$ cat src/hw/vpm_consts.vh
// Constants for the phase management and fault protection block.
`ifndef VPM_CONSTS_VH
`define VPM_CONSTS_VH
// ==========================================================================
// Register offsets
`define VPM_ADDR_ADD_LVL_A_LO 8'h92
`define VPM_ADDR_ADD_LVL_A_HI 8'h93
`define VPM_ADDR_DROP_MRG_A_LO 8'h94
`define VPM_ADDR_DROP_MRG_A_HI 8'h95
`define VPM_ADDR_SHED_DLY_A 8'h96
`define VPM_ADDR_ADD_LVL_B 8'h99
`define VPM_ADDR_DROP_MRG_B 8'h9a
`define VPM_ADDR_SHED_DLY_B 8'h9b
`define VPM_ADDR_ENABLE 8'ha0
`define VPM_ADDR_MAX_CUR 8'ha1
`define VPM_ADDR_STATUS 8'ha2
// ==========================================================================
// Field positions and reset values
`define VPM_SHED_SEL_HI 7
`define VPM_SHED_SEL_LO 6
`define VPM_RST_ADD_LVL_LO 8'h28
`define VPM_RST_ADD_LVL_HI 8'h3c
`define VPM_RST_DROP_MRG 8'h05
`define VPM_RST_SHED_DLY 8'h00
`define VPM_RST_ENABLE 8'h07
`define VPM_RST_MAX_CUR 8'h40
// ==========================================================================
// Timing, in microseconds and nanoseconds at the clock rate in MHz
`define VPM_CLK_MHZ 20
`define VPM_SETTLE_MASK_US 80
`define VPM_SUM_OC_PERSIST_US 40
`define VPM_OV_RAMP_WAIT_US 60
`define VPM_OV_FILTER_NS 500
`define VPM_SHED_US_0 10
`define VPM_SHED_US_1 20
`define VPM_SHED_US_2 50
`define VPM_SHED_US_3 100
// ==========================================================================
// Protection levels, in mV, A and tenths
`define VPM_SS_BAND_LO_A 40
`define VPM_SS_BAND_HI_A 80
`define VPM_SS_BASE_LO_MV 200
`define VPM_SS_BASE_MID_MV 400
`define VPM_SS_BASE_HI_MV 800
`define VPM_SS_SCALE 70
`define VPM_SOC_K_HI_X10 13
`define VPM_SOC_K_LO_X10 16
`define VPM_OV_START_MV 2450
`define VPM_OV_MARGIN_MV 350
`define VPM_OV_KNEE_MV 1000
`define VPM_OV_FLOOR_MV 1350
`define VPM_OV_RELEASE_MV 2100
// ==========================================================================
// Flag and drive codes
`define VPM_FLAG_NONE 2'h0
`define VPM_FLAG_OV 2'h1
`define VPM_FLAG_UV 2'h2
`define VPM_FLAG_OC 2'h3
`define VPM_PWM_RUN 2'h0
`define VPM_PWM_LOW 2'h1
`define VPM_PWM_TRI 2'h2
`endif

$ cat src/hw/vpm_ctrl.v
// Phase management and fault protection control for a multiphase regulator.
//
// Operation
// (RULE_01) Per-rail enable gates automatic phase changes.
// (RULE_02) Raise phases when current exceeds thresholds.
// (RULE_03) Drop only below threshold minus hysteresis.
// (RULE_04) Diode emulation on zero current when enabled.
// (RULE_05) Phase increases take effect immediately.
// (RULE_06) Phase decreases wait programmable shed delay.
// (RULE_07) Transitions or fast transients force full phases.
// (RULE_08) Soft-start overcurrent armed first ramp plus 80us.
// (RULE_09) Soft-start overcurrent: all switches off, not good.
// (RULE_10) Soft-start threshold base by current band.
// (RULE_11) Latched faults clear only on enable toggle.
// (RULE_12) Sum overcurrent factor by phase mode, band.
// (RULE_13) Sum threshold ignores runtime max current changes.
// (RULE_14) Sum overcurrent for 40us: tri-state, not good.
// (RULE_15) Sum overcurrent masked in transitions, zero target.
// (RULE_16) Overvoltage disabled while target is zero.
// (RULE_17) Fixed 2.45V overvoltage level during first ramp.
// (RULE_18) Otherwise target plus 350mV, floor 1.35V.
// (RULE_19) Filtered overvoltage: rail not good, outputs low.
// (RULE_20) Hold outputs low until output falls enough.
// (RULE_21) After 60us ramp target down, outputs off.
// (RULE_22) Reference flag level encodes fault type.
// (RULE_23) Latched faults freeze rail and phase decisions; here only rail A phases freeze, rail B keeps updating.
//
// The plain strobed port was left to the implementer.
`timescale 1ns/1ns
`include "vpm_consts.vh"

module vpm_ctrl #(
  parameter FULL_A = 5,
  parameter STEP_HI_A = 4,
  parameter STEP_LO_A = 2,
  parameter FULL_B = 2
) (
  // Clock and reset
  input wire ref_clk_i,
  input wire arst_n_i,
  // Register port
  input wire [7:0] reg_addr_i,
  input wire [7:0] reg_wdata_i,
  input wire reg_wr_i,
  input wire reg_rd_i,
  output reg [7:0] reg_rdata_o,
  // Rail enable and regulation status
  input wire enable_i,
  input wire [7:0] reported_current_a_i,
  input wire [7:0] reported_current_b_i,
  input wire [2:0] zero_current_detect_i,
  input wire [1:0] voltage_transition_i,
  input wire [1:0] fast_transient_trigger_i,
  // Rail A protection sensing
  input wire [11:0] target_voltage_code_i,
  input wire [11:0] sensed_output_i,
  input wire [11:0] softstart_sense_mv_i,
  input wire [11:0] sum_current_i,
  input wire pwm_pulse_i,
  input wire undervoltage_trip_i,
  // Phase management results
  output reg [2:0] phases_a_o,
  output reg [2:0] phases_b_o,
  output reg [2:0] diode_emulation_o,
  // Power stage drive and flags
  output reg [1:0] pwm_mode_o,
  output reg rail_good_output_o,
  output reg slow_ramp_down_o,
  output reg [1:0] ref_flag_o
);

  // ========================================================================
  // Derived counts
  localparam SETTLE_CYC = `VPM_SETTLE_MASK_US * `VPM_CLK_MHZ;
  localparam SUM_OC_CYC = `VPM_SUM_OC_PERSIST_US * `VPM_CLK_MHZ;
  localparam OV_WAIT_CYC = `VPM_OV_RAMP_WAIT_US * `VPM_CLK_MHZ;
  localparam OV_FILT_CYC = (`VPM_OV_FILTER_NS * `VPM_CLK_MHZ + 999) / 1000;

  // ========================================================================
  // Functions
  function [31:0] shed_cycles;
    input [1:0] sel;
    begin
      case (sel)
        2'h0: shed_cycles = `VPM_SHED_US_0 * `VPM_CLK_MHZ;
        2'h1: shed_cycles = `VPM_SHED_US_1 * `VPM_CLK_MHZ;
        2'h2: shed_cycles = `VPM_SHED_US_2 * `VPM_CLK_MHZ;
        default: shed_cycles = `VPM_SHED_US_3 * `VPM_CLK_MHZ;
      endcase
    end
  endfunction

  // A step stays engaged until current falls below level minus margin.
  function step_on;
    input [7:0] pct;
    input [7:0] lvl;
    input [7:0] mrg;
    input engaged;
    begin
      step_on = (pct > lvl) ||
        (engaged && ({1'b0, pct} + {1'b0, mrg} >= {1'b0, lvl}));
    end
  endfunction

  // ========================================================================
  // Registers
  reg [7:0] add_lvl_a_lo;
  reg [7:0] add_lvl_a_hi;
  reg [7:0] drop_mrg_a_lo;
  reg [7:0] drop_mrg_a_hi;
  reg [7:0] shed_dly_a;
  reg [7:0] add_lvl_b;
  reg [7:0] drop_mrg_b;
  reg [7:0] shed_dly_b;
  reg [2:0] pm_enable;
  reg [7:0] max_current;
  reg [7:0] max_cur_cap;
  reg cap_done;
  reg fault_ss;
  reg fault_soc;
  reg fault_ov;
  reg fault_uv;
  wire fault = fault_ss | fault_soc | fault_ov | fault_uv;

  always @(posedge ref_clk_i or negedge arst_n_i) begin
    if (!arst_n_i) begin
      add_lvl_a_lo <= `VPM_RST_ADD_LVL_LO;
      add_lvl_a_hi <= `VPM_RST_ADD_LVL_HI;
      drop_mrg_a_lo <= `VPM_RST_DROP_MRG;
      drop_mrg_a_hi <= `VPM_RST_DROP_MRG;
      shed_dly_a <= `VPM_RST_SHED_DLY;
      add_lvl_b <= `VPM_RST_ADD_LVL_LO;
      drop_mrg_b <= `VPM_RST_DROP_MRG;
      shed_dly_b <= `VPM_RST_SHED_DLY;
      pm_enable <= 3'h7;
      max_current <= `VPM_RST_MAX_CUR;
    end else if (reg_wr_i) begin
      case (reg_addr_i)
        `VPM_ADDR_ADD_LVL_A_LO: add_lvl_a_lo <= reg_wdata_i;
        `VPM_ADDR_ADD_LVL_A_HI: add_lvl_a_hi <= reg_wdata_i;
        `VPM_ADDR_DROP_MRG_A_LO: drop_mrg_a_lo <= reg_wdata_i;
        `VPM_ADDR_DROP_MRG_A_HI: drop_mrg_a_hi <= reg_wdata_i;
        `VPM_ADDR_SHED_DLY_A: shed_dly_a <= reg_wdata_i;
        `VPM_ADDR_ADD_LVL_B: add_lvl_b <= reg_wdata_i;
        `VPM_ADDR_DROP_MRG_B: drop_mrg_b <= reg_wdata_i;
        `VPM_ADDR_SHED_DLY_B: shed_dly_b <= reg_wdata_i;
        `VPM_ADDR_ENABLE: pm_enable <= reg_wdata_i[2:0];
        `VPM_ADDR_MAX_CUR: max_current <= reg_wdata_i;
        default: pm_enable <= pm_enable;
      endcase
    end
  end

  always @(posedge ref_clk_i or negedge arst_n_i) begin
    if (!arst_n_i) begin
      reg_rdata_o <= 8'h00;
    end else if (reg_rd_i) begin
      case (reg_addr_i)
        `VPM_ADDR_ADD_LVL_A_LO: reg_rdata_o <= add_lvl_a_lo;
        `VPM_ADDR_ADD_LVL_A_HI: reg_rdata_o <= add_lvl_a_hi;
        `VPM_ADDR_DROP_MRG_A_LO: reg_rdata_o <= drop_mrg_a_lo;
        `VPM_ADDR_DROP_MRG_A_HI: reg_rdata_o <= drop_mrg_a_hi;
        `VPM_ADDR_SHED_DLY_A: reg_rdata_o <= shed_dly_a;
        `VPM_ADDR_ADD_LVL_B: reg_rdata_o <= add_lvl_b;
        `VPM_ADDR_DROP_MRG_B: reg_rdata_o <= drop_mrg_b;
        `VPM_ADDR_SHED_DLY_B: reg_rdata_o <= shed_dly_b;
        `VPM_ADDR_ENABLE: reg_rdata_o <= {5'h00, pm_enable};
        `VPM_ADDR_MAX_CUR: reg_rdata_o <= max_current;
        `VPM_ADDR_STATUS: reg_rdata_o <= {phases_a_o[1:0], phases_b_o[1:0],
          fault_ss, fault_soc, fault_ov, fault_uv};
        default: reg_rdata_o <= 8'h00;
      endcase
    end else begin
      reg_rdata_o <= 8'h00;
    end
  end

  // ========================================================================
  // Phase management
  wire full_a = voltage_transition_i[0] | fast_transient_trigger_i[0];
  wire full_b = voltage_transition_i[1] | fast_transient_trigger_i[1];
  wire hi_a = step_on(reported_current_a_i, add_lvl_a_hi, drop_mrg_a_hi,
    phases_a_o >= STEP_HI_A);
  wire lo_a = step_on(reported_current_a_i, add_lvl_a_lo, drop_mrg_a_lo,
    phases_a_o >= STEP_LO_A);
  wire on_b = step_on(reported_current_b_i, add_lvl_b, drop_mrg_b,
    phases_b_o >= FULL_B);
  reg [2:0] want_a;
  reg [2:0] want_b;
  reg [15:0] shed_cnt_a;
  reg [15:0] shed_cnt_b;

  always @* begin
    // Full-phase force
    // (RULE_07) full phase force
    if (full_a) begin
      want_a = FULL_A[2:0];
    end else if (hi_a) begin
      // (RULE_02) threshold step up
      want_a = STEP_HI_A[2:0];
    end else if (lo_a) begin
      want_a = STEP_LO_A[2:0];
    end else begin
      // (RULE_03) hysteresis gated drop
      want_a = 3'h1;
    end
    if (full_b || on_b) begin
      want_b = FULL_B[2:0];
    end else begin
      want_b = 3'h1;
    end
  end

  always @(posedge ref_clk_i or negedge arst_n_i) begin
    if (!arst_n_i) begin
      phases_a_o <= FULL_A[2:0];
      shed_cnt_a <= 16'h0000;
    end else if (fault) begin
      // (RULE_23) frozen while latched
      shed_cnt_a <= 16'h0000;
    end else if (!pm_enable[0]) begin
      // (RULE_01) disabled rail runs full
      phases_a_o <= FULL_A[2:0];
      shed_cnt_a <= 16'h0000;
    end else if (want_a > phases_a_o) begin
      // (RULE_05) immediate phase add
      phases_a_o <= want_a;
      shed_cnt_a <= 16'h0000;
    end else if (want_a < phases_a_o) begin
      // (RULE_06) delayed phase shed
      if (shed_cnt_a + 16'h0001 >= shed_cycles(shed_dly_a[7:6])) begin
        phases_a_o <= want_a;
        shed_cnt_a <= 16'h0000;
      end else begin
        shed_cnt_a <= shed_cnt_a + 16'h0001;
      end
    end else begin
      shed_cnt_a <= 16'h0000;
    end
  end

  always @(posedge ref_clk_i or negedge arst_n_i) begin
    if (!arst_n_i) begin
      phases_b_o <= FULL_B[2:0];
      shed_cnt_b <= 16'h0000;
    end else if (!pm_enable[1]) begin
      // (RULE_01) disabled rail runs full
      phases_b_o <= FULL_B[2:0];
      shed_cnt_b <= 16'h0000;
    end else if (want_b > phases_b_o) begin
      // (RULE_05) immediate phase add
      phases_b_o <= want_b;
      shed_cnt_b <= 16'h0000;
    end else if (want_b < phases_b_o) begin
      // (RULE_06) delayed phase shed
      if (shed_cnt_b + 16'h0001 >= shed_cycles(shed_dly_b[7:6])) begin
        phases_b_o <= want_b;
        shed_cnt_b <= 16'h0000;
      end else begin
        shed_cnt_b <= shed_cnt_b + 16'h0001;
      end
    end else begin
      shed_cnt_b <= 16'h0000;
    end
  end

  always @(posedge ref_clk_i or negedge arst_n_i) begin
    if (!arst_n_i) begin
      diode_emulation_o <= 3'h0;
    end else begin
      // (RULE_04) diode emulation select
      diode_emulation_o <= pm_enable & zero_current_detect_i;
    end
  end

  // ========================================================================
  // Protection windows for rail A
  wire tgt_zero = (target_voltage_code_i == 12'h000);
  reg first_ramp;
  reg first_done;
  reg ov_start_win;
  reg [15:0] settle_cnt;
  wire in_settle = (settle_cnt != 16'h0000);

  always @(posedge ref_clk_i or negedge arst_n_i) begin
    if (!arst_n_i) begin
      first_ramp <= 1'b0;
      first_done <= 1'b0;
      ov_start_win <= 1'b0;
      settle_cnt <= 16'h0000;
    end else begin
      if (voltage_transition_i[0]) begin
        settle_cnt <= SETTLE_CYC[15:0];
      end else if (in_settle) begin
        settle_cnt <= settle_cnt - 16'h0001;
      end
      if (tgt_zero && !voltage_transition_i[0]) begin
        ov_start_win <= 1'b0;
      end else if (voltage_transition_i[0] && tgt_zero) begin
        ov_start_win <= 1'b1;
      end else if (!voltage_transition_i[0] && pwm_pulse_i) begin
        // (RULE_17) window ends on first pulse
        ov_start_win <= 1'b0;
      end
      if (!first_done && voltage_transition_i[0]) begin
        first_ramp <= 1'b1;
      end else if (first_ramp && !voltage_transition_i[0] && !in_settle) begin
        first_ramp <= 1'b0;
        first_done <= 1'b1;
      end
    end
  end

  // ========================================================================
  // Soft-start and sum overcurrent
  reg [31:0] ss_base;
  wire [19:0] ss_lhs = softstart_sense_mv_i * max_current;
  wire [31:0] ss_rhs = ss_base * `VPM_SS_SCALE * phases_a_o;
  wire ss_hit = ss_lhs > ss_rhs;
  // (RULE_12) sum overcurrent factor
  wire [31:0] soc_k = (max_cur_cap >= `VPM_SS_BAND_LO_A) ?
    `VPM_SOC_K_HI_X10 : `VPM_SOC_K_LO_X10;
  wire [19:0] soc_lhs = (phases_a_o == FULL_A ||
    max_cur_cap < `VPM_SS_BAND_LO_A) ?
    sum_current_i * 4'ha : sum_current_i * 4'ha * phases_a_o;
  wire soc_hit = soc_lhs > soc_k * max_cur_cap;
  wire soc_mask = voltage_transition_i[0] | in_settle | tgt_zero;
  reg [15:0] soc_cnt;

  always @* begin
    // (RULE_10) threshold band select
    if (max_current < `VPM_SS_BAND_LO_A) begin
      ss_base = `VPM_SS_BASE_LO_MV;
    end else if (max_current < `VPM_SS_BAND_HI_A) begin
      ss_base = `VPM_SS_BASE_MID_MV;
    end else begin
      ss_base = `VPM_SS_BASE_HI_MV;
    end
  end

  // ========================================================================
  // Overvoltage
  wire [31:0] ov_rel = target_voltage_code_i + `VPM_OV_MARGIN_MV;
  // (RULE_18) relative overvoltage level
  wire [31:0] ov_lvl = ov_start_win ? `VPM_OV_START_MV :
    (target_voltage_code_i > `VPM_OV_KNEE_MV) ? ov_rel : `VPM_OV_FLOOR_MV;
  wire ov_hit = !tgt_zero && (sensed_output_i > ov_lvl);
  reg [7:0] ov_filt;
  reg [15:0] ov_wait;
  reg ov_hold;
  reg ov_from_start;

  always @(posedge ref_clk_i or negedge arst_n_i) begin
    if (!arst_n_i) begin
      max_cur_cap <= 8'h00;
      cap_done <= 1'b0;
      fault_ss <= 1'b0;
      fault_soc <= 1'b0;
      fault_ov <= 1'b0;
      fault_uv <= 1'b0;
      soc_cnt <= 16'h0000;
      ov_filt <= 8'h00;
      ov_wait <= 16'h0000;
      ov_hold <= 1'b0;
      ov_from_start <= 1'b0;
      slow_ramp_down_o <= 1'b0;
    end else if (!enable_i) begin
      // (RULE_11) enable low clears latches
      fault_ss <= 1'b0;
      fault_soc <= 1'b0;
      fault_ov <= 1'b0;
      fault_uv <= 1'b0;
      soc_cnt <= 16'h0000;
      ov_filt <= 8'h00;
      ov_hold <= 1'b0;
      slow_ramp_down_o <= 1'b0;
      cap_done <= 1'b0;
    end else begin
      // (RULE_13) capture once per enable
      if (!cap_done) begin
        max_cur_cap <= max_current;
        cap_done <= 1'b1;
      end
      // (RULE_08) soft-start detection window
      if ((first_ramp || in_settle && !first_done) && ss_hit && !fault) begin
        fault_ss <= 1'b1;
      end
      // (RULE_15) masked persistence count
      if (soc_mask || !soc_hit || !cap_done) begin
        soc_cnt <= 16'h0000;
      end else if (soc_cnt + 16'h0001 >= SUM_OC_CYC[15:0]) begin
        // (RULE_14) persistent sum overcurrent
        if (!fault) begin
          fault_soc <= 1'b1;
        end
      end else begin
        soc_cnt <= soc_cnt + 16'h0001;
      end
      if (undervoltage_trip_i && !fault) begin
        fault_uv <= 1'b1;
      end
      // (RULE_16) detection off at zero target
      if (!ov_hit || fault) begin
        ov_filt <= 8'h00;
      end else if (ov_filt + 8'h01 >= OV_FILT_CYC[7:0]) begin
        // (RULE_19) filtered overvoltage trip
        fault_ov <= 1'b1;
        ov_hold <= 1'b1;
        ov_from_start <= ov_start_win;
        ov_wait <= 16'h0000;
      end else begin
        ov_filt <= ov_filt + 8'h01;
      end
      if (fault_ov) begin
        // (RULE_20) release level by start condition
        if (ov_from_start ? (sensed_output_i < `VPM_OV_RELEASE_MV) :
            (sensed_output_i < target_voltage_code_i)) begin
          ov_hold <= 1'b0;
        end
        // (RULE_21) slow ramp after wait
        if (ov_wait + 16'h0001 >= OV_WAIT_CYC[15:0]) begin
          slow_ramp_down_o <= 1'b1;
        end else begin
          ov_wait <= ov_wait + 16'h0001;
        end
      end
    end
  end

  // ========================================================================
  // Stage drive, rail good and flag
  always @(posedge ref_clk_i or negedge arst_n_i) begin
    if (!arst_n_i) begin
      pwm_mode_o <= `VPM_PWM_TRI;
      rail_good_output_o <= 1'b0;
      ref_flag_o <= `VPM_FLAG_NONE;
    end else begin
      // (RULE_23) latched faults hold rail not good
      rail_good_output_o <= enable_i && !fault;
      if (fault_ov) begin
        // (RULE_21) no turn-on, track target down
        if (ov_hold || sensed_output_i > target_voltage_code_i) begin
          pwm_mode_o <= `VPM_PWM_LOW;
        end else begin
          pwm_mode_o <= `VPM_PWM_TRI;
        end
      end else if (fault_ss || fault_soc || fault_uv || !enable_i) begin
        // (RULE_09) all switches off
        pwm_mode_o <= `VPM_PWM_TRI;
      end else begin
        pwm_mode_o <= `VPM_PWM_RUN;
      end
      // (RULE_22) flag level per fault
      if (fault_ov) begin
        ref_flag_o <= `VPM_FLAG_OV;
      end else if (fault_uv) begin
        ref_flag_o <= `VPM_FLAG_UV;
      end else if (fault_ss || fault_soc) begin
        ref_flag_o <= `VPM_FLAG_OC;
      end else begin
        ref_flag_o <= `VPM_FLAG_NONE;
      end
    end
  end

endmodule

$ cat config.mk
export PLATFORM = sky130hd
export DESIGN_NAME = vpm_ctrl
export DESIGN_NICKNAME = d
export VERILOG_FILES = /design/src/hw/vpm_ctrl.v
export VERILOG_INCLUDE_DIRS = /design/src /design/src/hw
export SDC_FILE = /design/constraint.sdc
export NUM_CORES = 1
export LEC_CHECK = 0
export ABC_AREA = 1
export BUFFER_PORTS_ARGS = -buffer_cell sky130_fd_sc_hd__buf_2
export CAP_MARGIN = 20
export CORE_MARGIN = 8
export CORE_UTILIZATION = 64
export DETAILED_ROUTE_END_ITERATION = 8
export PLACE_DENSITY = 0.92
export SLEW_MARGIN = 10
export SYNTH_ARGS = -nofsm -noshare
export SYNTH_HDL_FRONTEND = slang
export SYNTH_SLANG_ARGS = --single-unit
$ cat constraint.sdc
create_clock -name ref_clk_i -period 7 [get_ports ref_clk_i]
set_input_delay 0.7 -clock ref_clk_i [delete_from_list [all_inputs] [get_ports ref_clk_i]]
set_output_delay 0.7 -clock ref_clk_i [all_outputs]
set_load 0.1 [all_outputs]
==> reports/metrics.cfg, run 1 <==
[grt]
grt_max_degree = 79
antenna_found_initial = 0
grt_pass1_vias = 19200
grt_pass1_wl_um = 90800
grt_overflow = 0
track_usage = 0.285

[routing]
wl_met2_um = 25900
dr.pass1.iters = 6
drt_iter0_markers = 1599
final_antenna_net_count = 0
m1WireLength_um = 22300
highest_layer = met4
via_count = 19100
wirelength_um = 54600
routed-wl-met3_um = 4200
routed_via_density = 5.77
drc = 0
wl_per_cell_um = 16.5

[die]
rows = 66
dieArea_um2 = 38300
core_um2 = 32200
start_util = 0.642
ios = 117
die_x_um = 196
fp.dieH_um = 196

[power_and_ir_drop]
combPwrFrac = 0.395
swShare = 0.396
power_frac_clock = 0.278
p_switching_w = 0.00160
internal_power_w = 0.00244
powerDensity_nw_per_um2 = 181
seqPwrFrac = 0.327
p_leak_nw = 12.2
peakVddDrop_mv = 0.204

[clock_tree]
cts_setup_buffers = 0
worstSkewPairLatency_ns = 0.52
numCtsBuffers = 22
ctsResizeCount = 0
cts-hold-fix-buffers = 0
cts.sinks = 203
path_clk_slew_ns = 0.06
cts_tree = built
cts.htree.levels = 1
cts-root-buf = clkbuf_16
clock_path_buffers = 3

[placement]
placed_area_um2 = 21600
portBuffers = 115
dp_hpwl_um = 43200
gp_congestion = 1.00

[finish]
nets = 3351
regArea_um2 = 5110
area_growth_syn_to_layout_pct = 7.80
layout_commonest_cell = nand2_1
num-fill-cells = 2614
multi_input_area_um2 = 13400
layout-drive-gt1-share = 0.0753
final_cell_area_um2 = 22300
num_antenna_cells = 0
final_cell_mix = nand2_1 (632), inv_1 (513), ha_1 (272)

[sta]
worst_slew_pin_slew_ns = 1.10
setup-violations-final = 0
fin_setup_tns_ns = 0
maxSlewViolCount = 0
hold_violations = 0
relSlewSlack = 0.270
rsz0062_at_grt = false
min_period_ns = 6.20
fin_skew_ns = 0.0117
clock.fmax_ghz = 0.161
fin_crit_sh = 0.886

[critical_path]
crit_path_end_kind = flop
critical_path_class = flop to flop
required_ns = 7.42
path_max_fanout = 15
cp-start-kind = flop
arrival_ns = 6.62

[yosys]
synth_enable_flop_cells = 0
syn_area_um2 = 20700
synthDistinctLibCells = 55
syn_inst = 2793
synthFlopType = dfrtp_1
yosysWarnings = 0
ys_seq_elements = 203
syn_avg_cell_area_um2 = 7.41
synth-seq-area-share = 0.247
async_flop_share = 1.00

[job]
cap_violations = 0

[min_path]
min_path_type = input port to asynchronous set/reset pin

[status]
status = finished, final reports clean

layer usage:
| metal | vias to the layer above | global-route usage |
|---|---|---|
| li1 | 9151 | - |
| met1 | 9035 | 0.351 |
| met2 | 770 | 0.485 |
| met3 | 163 | 0.0528 |
| met4 | 0 | 0.120 |
| met5 | - | 0 |
worst paths after layout:
check | cells after the start | end | from | slack, ns
worst max-delay path | 25 | fault_ss | max_current[7] | 0.80
worst min-delay path | 1 | max_current[5] | arst_n_i | 0.17
worst max register to register | 25 | fault_ss | max_current[7] | 0.80
worst min register to register | 1 | ref_flag_o[0] | fault_uv | 0.47
max in group asynchronous | 2 | shed_cnt_b[9] | arst_n_i | 5.44
min in group ref_clk_i | 3 | diode_emulation_o[0] | zero_current_detect_i[0] | 0.38
layout make-up:
cell class | count | share of cell area
multi-input cells | 2029 | 0.603
flip-flops and latches | 203 | 0.229
inverters | 518 | 0.0872
repair buffers | 118 | 0.0272
clock buffers | 30 | 0.0265
well taps | 408 | 0.0229
clock inverters | 10 | 0.00421
flip-flops by register name, indices dropped and copies added (netlist names), 2 cells and up:
| register | flops |
|---|---|
| max_cur_cap | 8 |
| settle_cnt | 16 |
| phases_b_o | 2 |
| shed_dly_a | 8 |
| diode_emulation_o | 3 |
| drop_mrg_b | 8 |
| soc_cnt | 16 |
| drop_mrg_a_hi | 8 |
| shed_dly_b | 8 |
| add_lvl_a_hi | 8 |
| ref_flag_o | 2 |
| ov_wait | 16 |
| shed_cnt_a | 16 |
| phases_a_o | 3 |
| pwm_mode_o | 2 |
| pm_enable | 3 |
| shed_cnt_b | 16 |
| add_lvl_b | 8 |
| reg_rdata_o | 8 |
| ov_filt | 8 |
| max_current | 8 |
| add_lvl_a_lo | 8 |
| drop_mrg_a_lo | 8 |
cell usage after synthesis, types with 4 or more instances:
library cell | number | share of area
a21boi_0 | 5 | 0.0018
nand3b_1 | 6 | 0.0022
o22ai_1 | 11 | 0.0033
a21oi_1 | 146 | 0.035
nand2_2 | 5 | 0.0015
nor4_1 | 5 | 0.0015
ha_1 | 272 | 0.16
o31ai_1 | 4 | 0.0015
o21ai_1 | 7 | 0.0017
xor2_1 | 72 | 0.030
nand2_1 | 632 | 0.11
nor2_1 | 215 | 0.039
dfstp_2 | 22 | 0.028
fa_1 | 93 | 0.090
inv_1 | 513 | 0.093
nand4_1 | 54 | 0.016
a211oi_1 | 7 | 0.0025
dfrtp_1 | 181 | 0.22
nor2_2 | 10 | 0.0030
o21ai_2 | 5 | 0.0021
nor3_1 | 41 | 0.0099
o21ai_0 | 165 | 0.040
a221oi_1 | 17 | 0.0072
nand3_1 | 119 | 0.029
a31oi_1 | 14 | 0.0042
a21o_1 | 15 | 0.0054
nand3_2 | 4 | 0.0019
buf_2 | 5 | 0.0012
clkbuf_1 | 43 | 0.0078
o21a_1 | 5 | 0.0018
o211ai_1 | 8 | 0.0029
xnor2_1 | 41 | 0.017
or2_2 | 6 | 0.0018
o21bai_1 | 9 | 0.0033
clkbuf_2 | 6 | 0.0015
power by group through the flow:
stage	registers (W)	clock network, W	logic (W)
2_1_floorplan	0.00134	0	0.00116
3_3_place_gp	0.00134	0	0.00149
3_5_place_dp	0.00134	0	0.00157
4_1_cts	0.00132	0.00113	0.00159
5_1_grt	0.00133	0.00117	0.00182
6_report	0.00132	0.00112	0.00160
stage by stage:
stage	setup slack, ns	cells	power, W	hold slack, ns	utilization
2_1_floorplan	1.22	2807	0.00250	0.404	-
3_3_place_gp	1.01	3276	0.00283	0.465	0.671
3_5_place_dp	0.820	3276	0.00291	0.471	0.671
4_1_cts	0.884	3316	0.00403	0.180	0.692
5_1_grt	0.270	3316	0.00432	0.211	0.692
6_report	0.799	3316	0.00405	0.175	0.692
kinds of logic after synthesis:
kind of cell / Yosys count / synth area share
flops: 203 / 0.247
other cells: 2 / 0.000363
fa+ha+maj: 365 / 0.255
xor+xnor: 114 / 0.0486
compound gates: 426 / 0.117
simple gates: 1108 / 0.227
buf+inv: 575 / 0.106
critical path, cell delays in order, from the launching register on:
cell	delay, ns
dfrtp_1	0.74
nand2_1	0.17
fa_1	0.55
fa_1	0.54
inv_1	0.05
fa_1	0.54
inv_1	0.06
fa_1	0.52
inv_1	0.04
ha_1	0.36
nand2_1	0.12
a21oi_1	0.07
a211oi_1	0.17
o21ai_0	0.20
a21boi_0	0.31
o21ai_0	0.19
xor2_1	0.18
ha_1	0.32
nand4_1	0.11
nor3_1	0.22
o31ai_1	0.12
o21ai_0	0.08
o21ai_0	0.09
o211ai_1	0.10
nand4_1	0.11
o21ai_0	0.13
No activity file was read; power rests on OpenSTA's default activity.
==> run 2: changes to the inputs <==
RECOVER_POWER = 100   (was not set)
==> run 2 against run 1 <==
The flow now finishes with violations (max-capacitance violations, max-slew violations). Worst hold slack better by 0.20 ns. Cell count is essentially flat. First-iteration DRC count up 4.5%. Cell area fell by 0.42%. Worst setup slack improved by 0.011 ns. Non-clock buffer count unchanged. Critical path type unchanged. Critical endpoint unchanged.
==> reports/metrics.cfg, run 2 (same netlist as run 1, synthesis figures left out) <==
[sta]
setup-violations-final = 0
relSlewSlack = -1.27
fin_skew_ns = 0.0111
fin_ws_ns = 0.810
clock.fmax_ghz = 0.162
hold_violations = 0
min_period_ns = 6.19
maxSlewViolCount = 208
rsz0062_at_grt = false
fin_crit_sh = 0.884
worst_slew_pin_slew_ns = 3.40
fin_setup_tns_ns = 0

[grt]
grt_max_degree = 79
grt_pass1_wl_um = 90800
grt_overflow = 0
track_usage = 0.285
antenna_found_initial = 0
grt_pass1_vias = 19200

[finish]
area_growth_syn_to_layout_pct = 7.35
nets = 3351
final_cell_area_um2 = 22200
layout-drive-gt1-share = 0.0595
final_cell_mix = nand2_1 (633), inv_1 (514), ha_1 (272)
layout_commonest_cell = nand2_1

[clock_tree]
cts_setup_buffers = 0
cts_tree = built
path_clk_slew_ns = 0.06
clock_path_buffers = 3
cts.sinks = 203
cts-root-buf = clkbuf_16
worstSkewPairLatency_ns = 0.51
cts-hold-fix-buffers = 0
numCtsBuffers = 22
cts.htree.levels = 1
ctsResizeCount = 0

[min_path]
min_to = diode_emulation_o[0]
min-delay-start = zero_current_detect_i[0]
hold_depth = 3
min_path_type = input port to flop

[critical_path]
regToRegSetupSlack_ns = 0.81
r2r_start = max_current[7]
path_max_fanout = 15
crit_path_end_kind = flop
reg2regPathDepth = 25
critical_path_class = flop to flop
required_ns = 7.42
reg2reg_to = fault_ss
cp-start-kind = flop
arrival_ns = 6.61

[power_and_ir_drop]
peakVddDrop_mv = 0.203
swShare = 0.396
seqPwrFrac = 0.327
power_frac_clock = 0.278
internal_power_w = 0.00244
p_leak_nw = 12.1
total_power_w = 0.00404
combPwrFrac = 0.395
powerDensity_nw_per_um2 = 182
p_switching_w = 0.00160

[status]
violations = max-capacitance violations, max-slew violations
status = finished with violations

[die]
dieArea_um2 = 38300
start_util = 0.642
fp.dieH_um = 196
ios = 117
rows = 66
core_um2 = 32200
die_x_um = 196

[routing]
drt_iter0_markers = 1671
wl_per_cell_um = 16.5
dr.pass1.iters = 7
final_antenna_net_count = 0
via_count = 19100
drc = 0
routed_via_density = 5.76
wirelength_um = 54600

[placement]
placed_area_um2 = 21600
gp_congestion = 1.00
portBuffers = 115
pre_cts_ws_ns = 0.820
dp_hpwl_um = 43200

[job]
cap_violations = 3

==> run 2: cell count changes in the layout (fill, tap and decap cells not counted), sizes merged <==
cell | before | now
buf | 117 | 88
clkbuf | 31 | 60
diode | 0 | 1
==> run 2: power by group through the flow <==
stage | logic, W | clock network (W) | registers, W
after floorplan | 0.00116 | 0 | 0.00134
after global placement | 0.00149 | 0 | 0.00134
after detailed placement | 0.00157 | 0 | 0.00134
after CTS | 0.00159 | 0.00113 | 0.00132
after global routing | 0.00181 | 0.00117 | 0.00133
final | 0.00160 | 0.00112 | 0.00132
==> run 2: per-layer routing <==
layer / GRT usage / wire length (um) / up-vias / part of all wire
li1: - / - / 9148 / -
met1: 0.351 / 22000 / 8982 / 0.40
met2: 0.485 / 25800 / 805 / 0.47
met3: 0.0528 / 4520 / 176 / 0.083
met4: 0.120 / 2270 / 0 / 0.042
met5: 0 / 0 / - / 0
==> run 2: critical path, cell delays in order, from the launching register on <==
cell	delay, ns
dfrtp_1	0.75
nand2_1	0.17
fa_1	0.54
fa_1	0.54
inv_1	0.05
fa_1	0.54
inv_1	0.06
fa_1	0.52
inv_1	0.04
ha_1	0.36
nand2_1	0.12
a21oi_1	0.07
a211oi_1	0.17
o21ai_0	0.20
a21boi_0	0.31
o21ai_0	0.19
xor2_1	0.18
ha_1	0.32
nand4_1	0.11
nor3_1	0.21
o31ai_1	0.11
o21ai_0	0.08
o21ai_0	0.09
o211ai_1	0.10
nand4_1	0.11
o21ai_0	0.13
==> run 2: how the worst max path moves through the flow <==
stage | startpoint | end | slack, ns | cells after the start
after global placement | softstart_sense_mv_i[3] | fault_ss | 1.01 | 28
after floorplan | max_current[6] | fault_ss | 1.22 | 27
final | max_current[7] | fault_ss | 0.81 | 25
after detailed placement | softstart_sense_mv_i[3] | fault_ss | 0.82 | 28
after global routing | max_current[7] | fault_ss | 0.27 | 25
after CTS | max_current[7] | fault_ss | 0.88 | 25
==> run 2: through the flow <==
step	utilization	cells	hold slack, ns
2_1_floorplan	-	2807	0.404
3_3_place_gp	0.671	3276	0.465
3_5_place_dp	0.671	3276	0.471
4_1_cts	0.692	3316	0.180
5_1_grt	0.689	3316	0.387
6_report	0.690	3317	0.378
==> run 2: final cells by class <==
| class | count | area [um^2] |
|---|---|---|
| inverters | 518 | 1940 |
| multi-input cells | 2029 | 13400 |
| well taps | 408 | 510 |
| repair buffers | 118 | 558 |
| flip-flops and latches | 203 | 5110 |
| clock buffers | 30 | 591 |
| diodes | 1 | 2.50 |
| fillers | 2647 | 10000 |
| clock inverters | 10 | 93.8 |
==> run 3: changes to the inputs <==
MAX_ROUTING_LAYER = met4   (was not set)
SKIP_CTS_REPAIR_TIMING = 1   (was not set)
==> run 3 against run 2 <==
The run still ends with max-capacitance violations, max-slew violations left. Worst setup slack got worse by 0.071 ns. Fmax decreased by 1.1%. Die area unchanged. Cell count about the same. Clock-buffer cell count increased by 2. Sequential cell count unchanged. Clock skew increased by 0.0010 ns. Clock power increased by 5%. Total power increased by 1.3%. Combinational power about the same.
==> reports/metrics.cfg, run 3 (same netlist as run 1, synthesis figures left out) <==
[status]
status = finished with violations
violations = max-capacitance violations, max-slew violations

[grt]
grt_pass1_wl_um = 91700
antenna_found_initial = 0
grt_max_degree = 80
track_usage = 0.294
grt_pass1_vias = 19300
grt_overflow = 0

[critical_path]
critical_path_class = flop to flop
r2r_start = max_current[7]
arrival_ns = 6.68
reg2regPathDepth = 25
cp-start-kind = flop
path_max_fanout = 15
regToRegSetupSlack_ns = 0.74
reg2reg_to = fault_ss
required_ns = 7.42
crit_path_end_kind = flop

[finish]
area_growth_syn_to_layout_pct = 7.53
num-fill-cells = 2579
layout_commonest_cell = nand2_1
layout-drive-gt1-share = 0.0609
final_cell_mix = nand2_1 (633), inv_1 (514), ha_1 (272)
stdcell_count = 3316
nets = 3351
num_antenna_cells = 0

[power_and_ir_drop]
total_power_w = 0.00409
power_frac_clock = 0.288
p_switching_w = 0.00160
seqPwrFrac = 0.324
internal_power_w = 0.00249
combPwrFrac = 0.388
peakVddDrop_mv = 0.226
powerDensity_nw_per_um2 = 184
p_leak_nw = 12.1
swShare = 0.392

[routing]
drt_iter0_markers = 1522
final_antenna_net_count = 0
drc = 0
wl_per_cell_um = 16.6
via_count = 19200
dr.pass1.iters = 6
routed_via_density = 5.78
wirelength_um = 55200

[sta]
fin_skew_ns = 0.0121
clock.fmax_ghz = 0.160
setup-violations-final = 0
fin_setup_tns_ns = 0
min_period_ns = 6.26
relSlewSlack = -1.84
rsz0062_at_grt = false
hold_violations = 0
fin_ws_ns = 0.739
fin_crit_sh = 0.894
worst_slew_pin_slew_ns = 4.26
maxSlewViolCount = 147

[die]
rows = 66
core_um2 = 32200
ios = 117
dieArea_um2 = 38300
fp.dieH_um = 196
start_util = 0.642
die_x_um = 196

[min_path]
hold_depth = 3
min-delay-start = zero_current_detect_i[2]
min_to = diode_emulation_o[2]
min_path_type = input port to flop

[placement]
dp_hpwl_um = 43700
portBuffers = 115
dp_cells = 3276
pre_cts_ws_ns = 0.710
gp_congestion = 0.987

[clock_tree]
cts_tree = built
clock_path_buffers = 3
worstSkewPairLatency_ns = 0.51
cts.sinks = 203
cts.htree.levels = 1
cts-root-buf = clkbuf_16
path_clk_slew_ns = 0.07
numCtsBuffers = 22

[job]
cap_violations = 3

==> run 3: cell count changes in the layout (fill, tap and decap cells not counted), moves of 2 or more <==
| cell | change |
|---|---|
| clkbuf_8 | +3 |
| clkinvlp_4 | +2 |
| clkinv_2 | -2 |
| clkbuf_1 | -4 |
| buf_2 | +2 |
==> run 3: critical path, stage by stage (launching register included) <==
cell and delay, ns:
dfrtp_1 0.74, nand2_1 0.20, fa_1 0.55, fa_1 0.55, inv_1 0.05, fa_1 0.52
inv_1 0.05, fa_1 0.52, inv_1 0.04, ha_1 0.36, nand2_1 0.12, a21oi_1 0.08
a211oi_1 0.18, o21ai_0 0.22, a21boi_0 0.31, o21ai_0 0.18, xor2_1 0.17, ha_1 0.31
nand4_1 0.12, nor3_1 0.26, o31ai_1 0.13, o21ai_0 0.10, o21ai_0 0.10, o211ai_1 0.09
nand4_1 0.10, o21ai_0 0.12
==> run 3: layout make-up <==
cell class                 instances  area [um^2]  share of cell area
clock buffer                      32          649              0.0292
tap                              408          510              0.0229
clock inverter                     8         73.8             0.00332
multi-input combinational       2029        13400               0.602
timing repair buffer             118          561              0.0252
sequential                       203         5110               0.230
inverter                         518         1940              0.0874
==> run 3: stage by stage <==
step / hold WS, ns / utilization / instance area, um^2
4_1_cts: 0.240 / 0.694 / 22300
6_report: 0.380 / 0.691 / 22200
2_1_floorplan: 0.404 / - / 20700
5_1_grt: 0.380 / 0.691 / 22200
3_3_place_gp: 0.453 / 0.671 / 21600
3_5_place_dp: 0.458 / 0.671 / 21600
==> run 3: power by group through the flow <==
stage	logic, W	clock network, W	registers [W]
4_1_cts	0.00158	0.00118	0.00132
6_report	0.00159	0.00118	0.00132
3_5_place_dp	0.00157	0	0.00134
3_3_place_gp	0.00149	0	0.00134
2_1_floorplan	0.00116	0	0.00134
5_1_grt	0.00182	0.00123	0.00133
==> run 3: per-layer routing <==
layer	up-vias	track usage	routed length, um
li1	9139	-	-
met1	9050	0.363	22800
met2	847	0.492	26200
met3	143	0.0463	4440
met4	0	0.0966	1720
met5	-	-	0
==> run 3: worst max path at each step <==
stage	slack [ns]	cells past startpoint	endpoint	startpoint
after floorplan	1.22	27	fault_ss	max_current[6]
after global placement	1.04	28	fault_ss	softstart_sense_mv_i[3]
after detailed placement	0.71	26	fault_ss	softstart_sense_mv_i[3]
after CTS	0.77	25	fault_ss	max_current[7]
after global routing	0.37	25	fault_ss	max_current[7]
final	0.74	25	fault_ss	max_current[7]
